[config.mk]
export PLATFORM = sky130hd
export DESIGN_NAME = ssc_top
export DESIGN_NICKNAME = d
export VERILOG_FILES = /design/src/core/ssc_pkg.sv /design/src/core/ssc_top.sv
export VERILOG_INCLUDE_DIRS = /design/src /design/src/core
export SDC_FILE = /design/constraint.sdc
export NUM_CORES = 1
export LEC_CHECK = 0
export CAP_MARGIN = 5
export CORE_MARGIN = 2
export CORE_UTILIZATION = 45
export CTS_BUF_LIST = sky130_fd_sc_hd__clkbuf_16
export DETAILED_ROUTE_END_ITERATION = 10
export DONT_BUFFER_PORTS = 1
export PLACE_DENSITY = 0.66
export SETUP_SLACK_MARGIN = 0.05
export SYNTH_ARGS = -nofsm -noshare
export SYNTH_HDL_FRONTEND = slang
export SYNTH_SLANG_ARGS = --single-unit
[constraint.sdc]
create_clock -name clk -period 8.8 [get_ports clk]
set_input_delay 0.88 -clock clk [delete_from_list [all_inputs] [get_ports clk]]
set_output_delay 0.88 -clock clk [all_outputs]
set_load 0.005 [all_outputs]
[src/core/ssc_regs.svh]
// Register offsets, field positions, codes and schedule constants of the slow-channel scheduler.
`ifndef SSC_REGS_SVH
`define SSC_REGS_SVH
`define SSC_OFS_CTRL 7'h00
`define SSC_OFS_SET2 7'h04
`define SSC_OFS_HI 7'h08
`define SSC_OFS_LO 7'h0c
`define SSC_OFS_STYPE 7'h10
`define SSC_OFS_SID 7'h14
`define SSC_OFS_SREV 7'h18
`define SSC_OFS_STAT 7'h1c
`define SSC_OFS_OEM0 7'h20
`define SSC_OFS_OEM7 7'h3c
`define SSC_CTRL_EN 0
`define SSC_CTRL_PW 1
`define SSC_CTRL_SBE 10
`define SSC_CTRL_DIAG 14
`define SSC_CTRL_RST 16'h0000
`define SSC_SET2_RST 16'h0000
`define SSC_NSLOT 5'd18
`define SSC_LAST 5'd17
`define SSC_SYNC_LEN 5'd6
`define SSC_ID_DIAG 8'h01
`define SSC_ID_TEMP 8'h23
`define SSC_ID_VDD 8'h1c
`define SSC_ID_TYPE 8'h03
`define SSC_ID_SID 8'h29
`define SSC_ID_MFR 8'h05
`define SSC_ID_REV 8'h06
`define SSC_ID_OEM0 8'h90
`define SSC_OEM_SLOT 5'd10
`define SSC_DC_OK 12'h000
`define SSC_DC_HI 12'h001
`define SSC_DC_LO 12'h002
`define SSC_DC_UV 12'h020
`define SSC_DC_OV 12'h021
`define SSC_DC_TEMP 12'h022
`define SSC_DC_SBE 12'h023
`define SSC_DC_SAFE_MIN 12'h801
`define SSC_CRC_SEED 6'h15
`define SSC_CRC_POLY 6'h19
`define SSC_UV_TH0 9'h0c8
`define SSC_UV_TH1 9'h0d2
`define SSC_UV_TH2 9'h0dc
`define SSC_UV_TH3 9'h0e6
`define SSC_OV_TH0 9'h190
`define SSC_OV_TH1 9'h1a4
`define SSC_OV_TH2 9'h1b8
`define SSC_OV_TH3 9'h1cc
`endif

[src/core/ssc_pkg.sv]
// Types of the slow-channel scheduler.
`default_nettype none
package ssc_pkg;
  typedef enum logic {SSC_IDLE, SSC_RUN} ssc_mode_e;
  typedef struct packed {
    ssc_mode_e mode;
    logic [15:0] ctrl;
    logic [15:0] set2;
    logic [11:0] hi;
    logic [11:0] lo;
    logic [11:0] stype;
    logic [11:0] sid;
    logic [11:0] srev;
    logic [7:0][11:0] oem;
    logic [4:0] slot;
    logic [4:0] frame;
    logic [7:0] msg_id;
    logic [11:0] msg_data;
    logic [5:0] msg_crc;
    logic [11:0] diag_code;
    logic bit1;
    logic bit2;
    logic bit3;
    logic ack;
    logic [31:0] rdata;
  } ssc_state_s;
endpackage
`default_nettype wire

[src/core/ssc_top.sv]
// Slow serial channel scheduler with Avalon-MM register slave.
//
// Notes on behaviour
// - Slow channel rides on status nibble bits 2 and 3 of every frame.
// - One message spans 18 consecutive frames; receiver collects all 18.
// - Enhanced format: 8-bit message identifier, 12-bit data.
// - While enabled the schedule repeats, wrapping from slot 18 to slot 1.
// - Slots 1-10 send 01h,23h,1Ch,03h,29h,05h,06h,01h,23h,1Ch.
// - Slots 11-18 send user codes with identifiers 90h to 97h.
// - Diagnostic code 000h normally, 001h above the upper range limit.
// - Diagnostic code 002h below the lower range limit.
// - Code 020h under the undervoltage threshold chosen by setting bits 13:12.
// - Code 021h over the overvoltage threshold chosen by setting bits 15:14.
// - Code 022h over temperature limit bits 11:7; 023h on single-bit error.
// - Those conditions also raise status bit 1 when pre-warning is on.
// - Codes 801h-FFFh are safety field; reserved codes are never sent.
// - Safety field bit 11 mirrors the diagnostic-mode control bit 14.
// - Safety bits 10..6: angle range, CORDIC, adder, converter, self-test encoding.
// - Safety bit 5: control-signal check or incomplete self-test.
// - Safety bits 4, 3, 2: adjusted angle, conversion, division checks.
// - Safety bit 1: inverted angle check; bit 0: field conversion check.
`timescale 1ns/1ns
`default_nettype none
`include "ssc_regs.svh"
module ssc_top #(
  parameter logic [11:0] MFR_CODE = 12'h000 // Arbitrary neutral value.
) (
  // Clock and reset
  input wire logic clk,
  input wire logic reset,
  // Avalon-MM slave
  input wire logic [6:0] avs_address,
  input wire logic avs_read,
  input wire logic avs_write,
  input wire logic [31:0] avs_writedata,
  input wire logic [3:0] avs_byteenable,
  output logic [31:0] avs_readdata,
  output logic avs_waitrequest,
  // Frame pacing and measurements
  input wire logic frame_tick,
  input wire logic [11:0] out_value,
  input wire logic [8:0] supply_code,
  input wire logic [7:0] temp_code,
  input wire logic mem_single_bit_err,
  input wire logic [10:0] check_fail,
  // Status nibble bits
  output logic status_bit1,
  output logic status_bit2,
  output logic status_bit3
);
  import ssc_pkg::*;

  ssc_state_s r;
  ssc_state_s n;

  function automatic logic [7:0] ssc_sched_id(input logic [4:0] s);
    case (s)
      5'd0, 5'd7: ssc_sched_id = `SSC_ID_DIAG;
      5'd1, 5'd8: ssc_sched_id = `SSC_ID_TEMP;
      5'd2, 5'd9: ssc_sched_id = `SSC_ID_VDD;
      5'd3: ssc_sched_id = `SSC_ID_TYPE;
      5'd4: ssc_sched_id = `SSC_ID_SID;
      5'd5: ssc_sched_id = `SSC_ID_MFR;
      5'd6: ssc_sched_id = `SSC_ID_REV;
      default: ssc_sched_id = `SSC_ID_OEM0 + {3'h0, s - `SSC_OEM_SLOT};
    endcase
  endfunction

  // Bit 3 carries the sync run, the config bit and the identifier nibbles.
  function automatic logic ssc_b3(input logic [4:0] f, input logic [7:0] id);
    if (f < `SSC_SYNC_LEN) begin
      ssc_b3 = 1'b1;
    end else if (f >= 5'd8 && f <= 5'd11) begin
      ssc_b3 = id[3'(5'd15 - f)];
    end else if (f >= 5'd13 && f <= 5'd16) begin
      ssc_b3 = id[3'(5'd16 - f)];
    end else begin
      ssc_b3 = 1'b0;
    end
  endfunction

  function automatic logic ssc_b2(input logic [4:0] f, input logic [11:0] d, input logic [5:0] c);
    if (f < `SSC_SYNC_LEN) begin
      ssc_b2 = c[3'(5'd5 - f)];
    end else begin
      ssc_b2 = d[4'(5'd17 - f)];
    end
  endfunction

  // CRC-6 over bits 2 and 3 of frames 7 to 18, bit 2 first in each frame.
  function automatic logic [5:0] ssc_crc(input logic [7:0] id, input logic [11:0] d);
    logic [5:0] c;
    logic fb;
    c = `SSC_CRC_SEED;
    fb = 1'b0;
    for (int i = 6; i < 18; i++) begin
      fb = c[5] ^ d[17 - i];
      c = {c[4:0], 1'b0} ^ (fb ? `SSC_CRC_POLY : 6'h00);
      fb = c[5] ^ ssc_b3(5'(i), id);
      c = {c[4:0], 1'b0} ^ (fb ? `SSC_CRC_POLY : 6'h00);
    end
    ssc_crc = c;
  endfunction

  function automatic logic [31:0] ssc_merge(input logic [31:0] o, input logic [31:0] w, input logic [3:0] be);
    for (int b = 0; b < 4; b++) begin
      if (be[b]) begin
        o[b*8 +: 8] = w[b*8 +: 8];
      end
    end
    ssc_merge = o;
  endfunction

  // Live diagnostic conditions.
  logic [8:0] uv_th;
  logic [8:0] ov_th;
  logic c_hi, c_lo, c_uv, c_ov, c_temp, c_sbe;
  logic [11:0] safety_field;
  logic [11:0] diag_live;
  logic [4:0] idx;
  logic [31:0] rd_mux;

  always_comb begin
    case (r.set2[13:12])
      2'd0: uv_th = `SSC_UV_TH0;
      2'd1: uv_th = `SSC_UV_TH1;
      2'd2: uv_th = `SSC_UV_TH2;
      default: uv_th = `SSC_UV_TH3;
    endcase
    case (r.set2[15:14])
      2'd0: ov_th = `SSC_OV_TH0;
      2'd1: ov_th = `SSC_OV_TH1;
      2'd2: ov_th = `SSC_OV_TH2;
      default: ov_th = `SSC_OV_TH3;
    endcase
  end

  assign c_hi = out_value > r.hi;
  assign c_lo = out_value < r.lo;
  assign c_uv = supply_code < uv_th;
  assign c_ov = supply_code > ov_th;
  assign c_temp = temp_code[7:3] > r.set2[11:7];
  assign c_sbe = mem_single_bit_err | r.ctrl[`SSC_CTRL_SBE];
  // Fail bits map straight onto field bits 10..0.
  assign safety_field = {r.ctrl[`SSC_CTRL_DIAG], check_fail};

  // Safety errors outrank supply, then temperature, memory and range.
  // Diagnostic mode without a failing check would give 800h, which is reserved, so it is not sent.
  always_comb begin
    if (safety_field >= `SSC_DC_SAFE_MIN) begin
      diag_live = safety_field;
    end else if (c_uv) begin
      diag_live = `SSC_DC_UV;
    end else if (c_ov) begin
      diag_live = `SSC_DC_OV;
    end else if (c_temp) begin
      diag_live = `SSC_DC_TEMP;
    end else if (c_sbe) begin
      diag_live = `SSC_DC_SBE;
    end else if (c_hi) begin
      diag_live = `SSC_DC_HI;
    end else if (c_lo) begin
      diag_live = `SSC_DC_LO;
    end else begin
      diag_live = `SSC_DC_OK;
    end
  end

  assign idx = avs_address[6:2];

  always_comb begin
    case ({avs_address[6:2], 2'b00})
      `SSC_OFS_CTRL: rd_mux = {16'h0000, r.ctrl};
      `SSC_OFS_SET2: rd_mux = {16'h0000, r.set2};
      `SSC_OFS_HI: rd_mux = {20'h00000, r.hi};
      `SSC_OFS_LO: rd_mux = {20'h00000, r.lo};
      `SSC_OFS_STYPE: rd_mux = {20'h00000, r.stype};
      `SSC_OFS_SID: rd_mux = {20'h00000, r.sid};
      `SSC_OFS_SREV: rd_mux = {20'h00000, r.srev};
      `SSC_OFS_STAT: rd_mux = {r.msg_id, r.diag_code, 1'b0, r.slot, r.frame, r.mode};
      default: begin
        if (idx >= (`SSC_OFS_OEM0 >> 2) && idx <= (`SSC_OFS_OEM7 >> 2)) begin
          rd_mux = {20'h00000, r.oem[idx[2:0]]};
        end else begin
          rd_mux = 32'h00000000;
        end
      end
    endcase
  end

  always_comb begin
    logic load;
    logic [4:0] ls;
    logic [31:0] wv;
    load = 1'b0;
    ls = 5'd0;
    wv = 32'h00000000;
    n = r;
    n.ack = 1'b0;
    // Every access waits one cycle so read data always comes from a flop.
    if ((avs_read || avs_write) && !r.ack) begin
      n.ack = 1'b1;
      n.rdata = rd_mux;
    end
    if (avs_write && r.ack) begin
      case ({avs_address[6:2], 2'b00})
        `SSC_OFS_CTRL: begin
          wv = ssc_merge({16'h0000, r.ctrl}, avs_writedata, avs_byteenable);
          n.ctrl = wv[15:0];
        end
        `SSC_OFS_SET2: begin
          wv = ssc_merge({16'h0000, r.set2}, avs_writedata, avs_byteenable);
          n.set2 = wv[15:0];
        end
        `SSC_OFS_HI: begin
          wv = ssc_merge({20'h00000, r.hi}, avs_writedata, avs_byteenable);
          n.hi = wv[11:0];
        end
        `SSC_OFS_LO: begin
          wv = ssc_merge({20'h00000, r.lo}, avs_writedata, avs_byteenable);
          n.lo = wv[11:0];
        end
        `SSC_OFS_STYPE: begin
          wv = ssc_merge({20'h00000, r.stype}, avs_writedata, avs_byteenable);
          n.stype = wv[11:0];
        end
        `SSC_OFS_SID: begin
          wv = ssc_merge({20'h00000, r.sid}, avs_writedata, avs_byteenable);
          n.sid = wv[11:0];
        end
        `SSC_OFS_SREV: begin
          wv = ssc_merge({20'h00000, r.srev}, avs_writedata, avs_byteenable);
          n.srev = wv[11:0];
        end
        default: begin
          if (idx >= (`SSC_OFS_OEM0 >> 2) && idx <= (`SSC_OFS_OEM7 >> 2)) begin
            wv = ssc_merge({20'h00000, r.oem[idx[2:0]]}, avs_writedata, avs_byteenable);
            n.oem[idx[2:0]] = wv[11:0];
          end
        end
      endcase
    end
    // Schedule sequencing, advanced once per emitted frame.
    if (!r.ctrl[`SSC_CTRL_EN]) begin
      n.mode = SSC_IDLE;
    end else if (r.mode == SSC_IDLE) begin
      n.mode = SSC_RUN;
      load = 1'b1;
      ls = 5'd0;
    end else if (frame_tick) begin
      if (r.frame == `SSC_LAST) begin
        load = 1'b1;
        ls = (r.slot == `SSC_LAST) ? 5'd0 : r.slot + 5'd1;
      end else begin
        n.frame = r.frame + 5'd1;
      end
    end
    if (load) begin
      n.slot = ls;
      n.frame = 5'd0;
      n.msg_id = ssc_sched_id(ls);
      case (ls)
        5'd0, 5'd7: begin
          n.diag_code = diag_live;
          n.msg_data = diag_live;
        end
        5'd1, 5'd8: n.msg_data = {4'h0, temp_code};
        5'd2, 5'd9: n.msg_data = {3'h0, supply_code};
        5'd3: n.msg_data = r.stype;
        5'd4: n.msg_data = r.sid;
        5'd5: n.msg_data = MFR_CODE;
        5'd6: n.msg_data = r.srev;
        default: n.msg_data = r.oem[3'(ls - `SSC_OEM_SLOT)];
      endcase
      n.msg_crc = ssc_crc(n.msg_id, n.msg_data);
    end
    if (n.mode == SSC_RUN) begin
      n.bit2 = ssc_b2(n.frame, n.msg_data, n.msg_crc);
      n.bit3 = ssc_b3(n.frame, n.msg_id);
    end else begin
      n.bit2 = 1'b0;
      n.bit3 = 1'b0;
    end
    n.bit1 = r.ctrl[`SSC_CTRL_PW] & (c_hi | c_lo | c_uv | c_ov | c_temp | c_sbe);
  end

  always_ff @(posedge clk) begin
    if (reset) begin
      r <= '0;
      r.mode <= SSC_IDLE;
      r.ctrl <= `SSC_CTRL_RST;
      r.set2 <= `SSC_SET2_RST;
    end else begin
      r <= n;
    end
  end

  assign avs_waitrequest = (avs_read | avs_write) & ~r.ack;
  assign avs_readdata = r.rdata;
  assign status_bit1 = r.bit1;
  assign status_bit2 = r.bit2;
  assign status_bit3 = r.bit3;

  property p_disabled_quiet;
    @(posedge clk) disable iff (reset) !r.ctrl[`SSC_CTRL_EN] |=> !status_bit2 && !status_bit3;
  endproperty
  a_disabled_quiet: assert property (p_disabled_quiet) else $error("slow bits active while disabled");

  property p_frame_range;
    @(posedge clk) disable iff (reset) r.frame < `SSC_NSLOT && r.slot < `SSC_NSLOT;
  endproperty
  a_frame_range: assert property (p_frame_range) else $error("frame or slot index out of range");

  property p_wrap;
    @(posedge clk) disable iff (reset)
      r.mode == SSC_RUN && r.ctrl[`SSC_CTRL_EN] && frame_tick && r.frame == 5'd17 && r.slot == 5'd17
      |=> r.slot == 5'd0 && r.frame == 5'd0 && r.msg_id == 8'h01;
  endproperty
  a_wrap: assert property (p_wrap) else $error("schedule did not restart at slot one");

  property p_sched_fixed;
    @(posedge clk) disable iff (reset)
      r.mode == SSC_RUN && (r.slot == 5'd1 || r.slot == 5'd8) |-> r.msg_id == 8'h23;
  endproperty
  a_sched_fixed: assert property (p_sched_fixed) else $error("temperature slot carries wrong identifier");

  property p_sched_oem;
    @(posedge clk) disable iff (reset)
      r.mode == SSC_RUN && r.slot >= 5'd10 |-> r.msg_id == 8'h90 + {3'h0, r.slot - 5'd10};
  endproperty
  a_sched_oem: assert property (p_sched_oem) else $error("user code slot carries wrong identifier");

  property p_no_reserved;
    @(posedge clk) disable iff (reset)
      !((r.diag_code >= 12'h003 && r.diag_code <= 12'h019) || (r.diag_code >= 12'h024 && r.diag_code <= 12'h800));
  endproperty
  a_no_reserved: assert property (p_no_reserved) else $error("reserved diagnostic code latched");

  property p_safety_msb;
    @(posedge clk) disable iff (reset)
      r.ctrl[`SSC_CTRL_DIAG] && check_fail != 11'h000 |-> diag_live == {1'b1, check_fail};
  endproperty
  a_safety_msb: assert property (p_safety_msb) else $error("safety field not reported");

  property p_prewarn;
    @(posedge clk) disable iff (reset)
      r.ctrl[`SSC_CTRL_PW] && c_ov |=> status_bit1;
  endproperty
  a_prewarn: assert property (p_prewarn) else $error("pre-warning bit not raised");

  property p_code_held;
    @(posedge clk) disable iff (reset)
      r.mode == SSC_RUN && r.frame != 5'd17 && r.ctrl[`SSC_CTRL_EN] |=> $stable(r.diag_code) && $stable(r.msg_data);
  endproperty
  a_code_held: assert property (p_code_held) else $error("message content changed mid message");

  property p_sync_run;
    @(posedge clk) disable iff (reset)
      r.mode == SSC_RUN && r.frame < `SSC_SYNC_LEN
      |-> status_bit3;
  endproperty
  a_sync_run: assert property (p_sync_run) else $error("sync run bit missing");

  c_wrap: cover property (@(posedge clk) disable iff (reset) r.slot == 5'd17 ##1 r.slot == 5'd0);
  c_safety: cover property (@(posedge clk) disable iff (reset) r.diag_code >= 12'h801);
  c_hi_code: cover property (@(posedge clk) disable iff (reset) r.diag_code == 12'h001);
endmodule // ssc_top
`default_nettype wire

======== Word-level counts from Yosys, hierarchy flattened ========
Cells that the tools add are included.
cells by class
  muxes and demuxes ....................... 91
  reduce and logical (&&, ||, !) cells .... 33
  equal/unequal tests ..................... 22
  bitwise operators ....................... 59
  order comparisons ....................... 20
  add/subtract/negate cells ............... 8
operators by type and width
  operator              number
  $pmux 32 s8           1
  $mux 5                33
  $xor 6x5->6           23
  $bwmux 96             1
  $mux 12               7
  $pmux 12 s7           1
  $bmux 12 s3           2
  $pmux 8 s7            1
  $reduce_and 3->1      15
  $mux 43               1
  $eq 5x3->1 const B    8
  $demux 12 s3          1
  $mux 33               1
  $mux 8                4
  $mux 6                4
  $xor 1x1->1           23
  $mux 1                22
  $pmux 7 s3            1
  $eq 5x2->1 const B    4
  $lt 3x4->1 const B    5
  $pmux 6 s3            1
  $mux 4                4
  $ge 5x4->1 const B    3
  $ge 12x12->1 const B  1
  other kinds (36)      66
storage, ports and cells
  output and inout port bits .............. 36
  register bits after elaboration ......... 273
  input port bits ......................... 89
  word-level logic and storage cells ...... 267

======== Depth between registers and ports, before layout ========
  depth after elaboration ................. 89
  gate-level depth with buffers ........... 22
  depth with buffers taken out ............ 17

======== Least setup slack after synthesis ========
OpenSTA, ideal clock, no wires.
  kind .................................... input -> register
  start ................................... in frame_tick
  end ..................................... reg r (netlist bit status_bit2)
  required time ........................... 8679 ps
  data arrival time ....................... 5024 ps
  setup time .............................. 121 ps
  buffers on the path ..................... 3
  setup slack ............................. 3655 ps
  stages .................................. 18
  cells stage by stage .................... nand3_2 nor3_4 clkbuf_1 nand2_1 ha_1 clkbuf_1 inv_1 clkbuf_1 o21ai_1 o31ai_1 xnor2_1 o2bb2ai_1 nor4_1 mux2_2 nor4_4 xnor3_1 o32ai_1 nor2_1
between the ends
  longest elaborated chain between the ends .. 59
  elaborated cells between the ends (all ways) .. 115
  classes of those cells .................. add/sub (4); order compare (1); eq/ne (9); mux (51); bitwise (46); reduce/logical (4)
ends and longest elaborated chain
  what                          line            text
  from (decl)                   ssc_top.sv:40   input wire logic frame_tick,
  $mux 5                        ssc_top.sv:250  end else if (frame_tick) begin
  $mux 5                        ssc_top.sv:246  end else if (r.mode == SSC_IDLE) begin
  $mux 5                        ssc_top.sv:244  if (!r.ctrl[`SSC_CTRL_EN]) begin
  $sub 5x4->5 (no source line)  --
  $bmux 12 s3                   ssc_top.sv:273  default: n.msg_data = r.oem[3'(ls - `SSC_OEM_SLOT)];
  $mux 12                       ssc_top.sv:273
  $pmux 12 s7                   ssc_top.sv:262  case (ls)
  $mux 12                       ssc_top.sv:258  if (load) begin
  [43 not listed]               --
  $xor 6x5->6                   ssc_top.sv:98   c = {c[4:0], 1'b0} ^ (fb ? `SSC_CRC_POLY : 6'h00);
  $xor 1x1->1                   ssc_top.sv:99   fb = c[5] ^ ssc_b3(5'(i), id);
  $mux 5                        ssc_top.sv:100  c = {c[4:0], 1'b0} ^ (fb ? `SSC_CRC_POLY : 6'h00);
  $xor 6x5->6                   ssc_top.sv:100
  $mux 43 *                     ssc_top.sv:258
  $bmux 1 s3                    ssc_top.sv:84   ssc_b2 = c[3'(5'd5 - f)];
  $mux 1 (implied by the code)  ssc_top.sv:84
  $mux 1 *                      ssc_top.sv:83   if (f < `SSC_SYNC_LEN) begin
  to (signal assigned)          ssc_top.sv:294  r <= n;
  to (decl)                     ssc_top.sv:53   ssc_state_s r;
Mark *: on every way between the ends. The rest lies on a longest branch, timed or not. The select of a mux whose other input is x is not followed.
A chain may end at the register's enable or synchronous reset.

======== Final worst setup path ========
  start ................................... reg r[74] (netlist name)
  end ..................................... reg r (netlist bit status_bit2)
between the ends
  longest elaborated chain between the ends .. 61
  elaborated cells between the ends (all ways) .. 120
  classes of those cells .................. add/sub (5); order compare (1); eq/ne (10); mux (54); bitwise (46); reduce/logical (4)
ends and longest elaborated chain
  what                          line            text
  $eq 5x5->1 (no source line)   --
  $mux 5                        ssc_top.sv:251  if (r.frame == `SSC_LAST) begin
  $mux 5                        ssc_top.sv:250
  $mux 5                        ssc_top.sv:246
  $mux 5                        ssc_top.sv:244
  $sub 5x4->5 (no source line)  --
  $bmux 12 s3                   ssc_top.sv:273
  $mux 12                       ssc_top.sv:273
  [45 not listed]               --
  $xor 6x5->6                   ssc_top.sv:98
  $xor 1x1->1                   ssc_top.sv:99
  $mux 5                        ssc_top.sv:100
  $xor 6x5->6                   ssc_top.sv:100
  $mux 43 *                     ssc_top.sv:258
  $bmux 1 s3                    ssc_top.sv:84
  $mux 1 (implied by the code)  ssc_top.sv:84
  $mux 1 *                      ssc_top.sv:83
Marked as above.

==> qor.csv <==
stage;metric;value;unit
setup_path;critPathBufInv;1;
synth;synth_area_leaders;dfxtp_1 34%, mux2i_1 7.8%, a21oi_1 5.4%;
placed_design;pre_cts_ws;2.022;ns
route;viasPerCell;6.312;
clock_network;hold_buffers;0;
setup_path;worst_path_most_repeated_cell;ha_1;
finish;layout_common_cells;273 x dfxtp_1, 203 x nand2_1, 194 x nor2_1;
setup_path;cp_num_cells;16;
route;drc_errors;0;
sta;drv_slew;0;
finish;layout_commonest_cell;dfxtp_1;
global_route;grt_usage;27.00;%
route;wl_per_cell;22.82;µm
global_route;grt_max_degree;273;
setup_path;critPathRequiredTime;9.25;ns
sta;clock_skew;0.02252;ns
placed_design;io_buffers;0;
setup_path;slowest_stage;nor3_4;
placed_design;dp_hpwl;36150;µm
synth;synth_edf_count;0;
route;vias;14220;
finish;final.fill_count;3416;
synth;synth_warnings;0;
global_route;first_global_vias;13190;
sta;slew_headroom;25.95;%
synth;netlist.area_leader.share;34.14;%
sta;fin_worst_hold_slack;0.3958;ns
synth;ys_seq_area_share;34.14;%
sta;fmax;145.5;MHz
setup_path;crit_path_cell_trace;ha_1, nand4bb_1, nor3_4, nand2_1, ha_1, inv_1, o221a_2, a2111oi_2, a211o_1, xor2_1, xnor2_2, mux2_2, nor4_4, xnor3_1, o32ai_1, nor2_1;
finish;area_delta_synth_final;5.698;%
sta;timing.final.crit_period;6.871;ns
synth;avgSynthCellArea;8.465;µm²
worst_hold_path;holdCritPathClass;input pin to flop;
clock_network;cts.path.max_buffers;3;
setup_path;crit_fanout;17;
clock_network;cts_resized;0;
setup_path;critPathKind;flop to flop;
sta;rsz0062_at_grt;no;
setup_path;slowest_delay;0.95;ns
setup_path;cp-end-kind;flop;
die;coreArea;35310;µm²
global_route;antenna_found_initial;1;
clock_network;clk_pin_slew;0.06;ns
die;die_area;37100;µm²
die;initial_core_util;45.34;%
die;die_w;192.6;µm
setup_path;crit_family;simple AND/OR/NAND/NOR gates;
global_route;grt_pass1_wl;77470;µm
die;rows;69;
synth;synthCells;1891;
synth;ys.flop_type;dfxtp_1;
route;drt-pass1-iter-count;5;
sta;finalCritPeriodShare;78.08;%
synth;netlist_area;16010;µm²
clock_network;cts_setup_buffers;0;
setup_path;cp.arrival;7.32;ns
status;status;finished, final reports clean;
sta;setup_violations;0;
setup_path;worstRegToRegCells;16;
sta;hold_viol;0;
clock_network;clock-root-buffer;clkbuf_16;
finish;nNetsFinal;1919;
clock_network;clock_latency;0.58;ns
route;ant_nets;0;
synth;async_flop_share;0;%
synth;yosys.area.top_type;dfxtp_1;
synth;ys_ff_latch;273;
pwr;p_per_area;151.7;nW/µm²
synth;syn_nets;2037;
clock_network;cts_tree;built;
sta;layout_setup_ws;1.929;ns
sta;worst_pin_slew;1.111;ns
synth;synth_cell_types;85;
route;first_iter_violations;1765;
die;ioPinCount;125;
pwr;max-vdd-ir-drop;0.1871;mV
pwr;total_power;2.567;mW
global_route;grt-ovfl-total;0;
pwr;leakagePower;6.093;nW
clock_network;cts_buffers;30;
finish;fin_util;47.92;%
clock_network;htreeDepth;1;
sta;fin_tns_setup;0;ns
die;die_y;192.6;µm
job;drv_cap;0;
clock_network;cts.sinks;273;
finish;drive_above_1_share;9.157;%
setup_path;start_kind;flop;
placed_design;gp_congestion;0.9724;
route;wl;51420;µm
worst_hold_path;whs_path_depth;1;
[synthesized netlist by cell type (25+ instances only)]
cell,n
ha_1,57
nand3_1,128
nor2_1,196
mux2i_1,124
buf_4,36
mux2_2,30
inv_1,56
clkbuf_1,97
dfxtp_1,273
nand2_1,203
xnor2_1,25
mux4_2,30
a22oi_1,43
a21oi_1,172
nor3_1,30
[cell type report]
cell class              instances  area (µm²)  share of cell area [%]
flip-flops and latches        273        5465                   32.30
clock buffers                  30       750.7                   4.437
inverters                      59       221.5                   1.309
clock inverters                20       192.7                   1.139
multi-input cells            1384        9523                   56.28
diodes                          1       2.502                 0.01479
well taps                     461       576.8                   3.409
repair buffers                 25       187.7                   1.109
[power by group]
part | internal (mW) | switching, mW | total, mW | leakage (nW)
registers | 1.24 | 0.00279 | 1.24 | 2.20
logic | 0.0394 | 0.0559 | 0.0953 | 3.42
clock network | 0.703 | 0.527 | 1.23 | 0.473
total | 1.98 | 0.586 | 2.57 | 6.09
[flip-flops by register name, indices dropped and copies added, names as in the netlist]
name and count:
r 238, avs_readdata 32, status_bit1 1, status_bit2 1, status_bit3 1
[routing by layer]
layer  vias up  GRT usage (%)  part of all wire, %
li1       6566              -                    -
met3       112          5.928                  9.7
met2       625          41.84                   45
met4         0          9.513                  3.7
met5         -              0                    0
met1      6917          36.91                   42
[worst paths after layout]
| check | startpoint | end | slack [ns] |
|---|---|---|---|
| max | r[74] | status_bit2 | 1.93 |
| min | reset | r[53] | 0.40 |
| max reg2reg | r[74] | status_bit2 | 1.93 |
| min reg2reg | r[49] | r[49] | 0.45 |
[through the flow]
stage | area [µm²] | instances
final | 16920 | 2253
after global routing | 16920 | 2252
after CTS | 16920 | 2252
after global placement | 15970 | 2202
after detailed placement | 15970 | 2202
after floorplan | 16010 | 1891
[logic make-up (layout without fill, tap and decap cells)]
group / after synthesis / after routing / synth area share [%]
mux: 184 / 184 / 14.08
fa+ha+maj: 57 / 57 / 4.455
simple gates: 670 / 670 / 19.69
compound gates: 425 / 425 / 17.97
other cells: 0 / 1 / 0
buf+inv: 234 / 134 / 6.558
xor+xnor: 48 / 48 / 3.103
flops: 273 / 273 / 34.14
(Power assumes the default switching activity.)
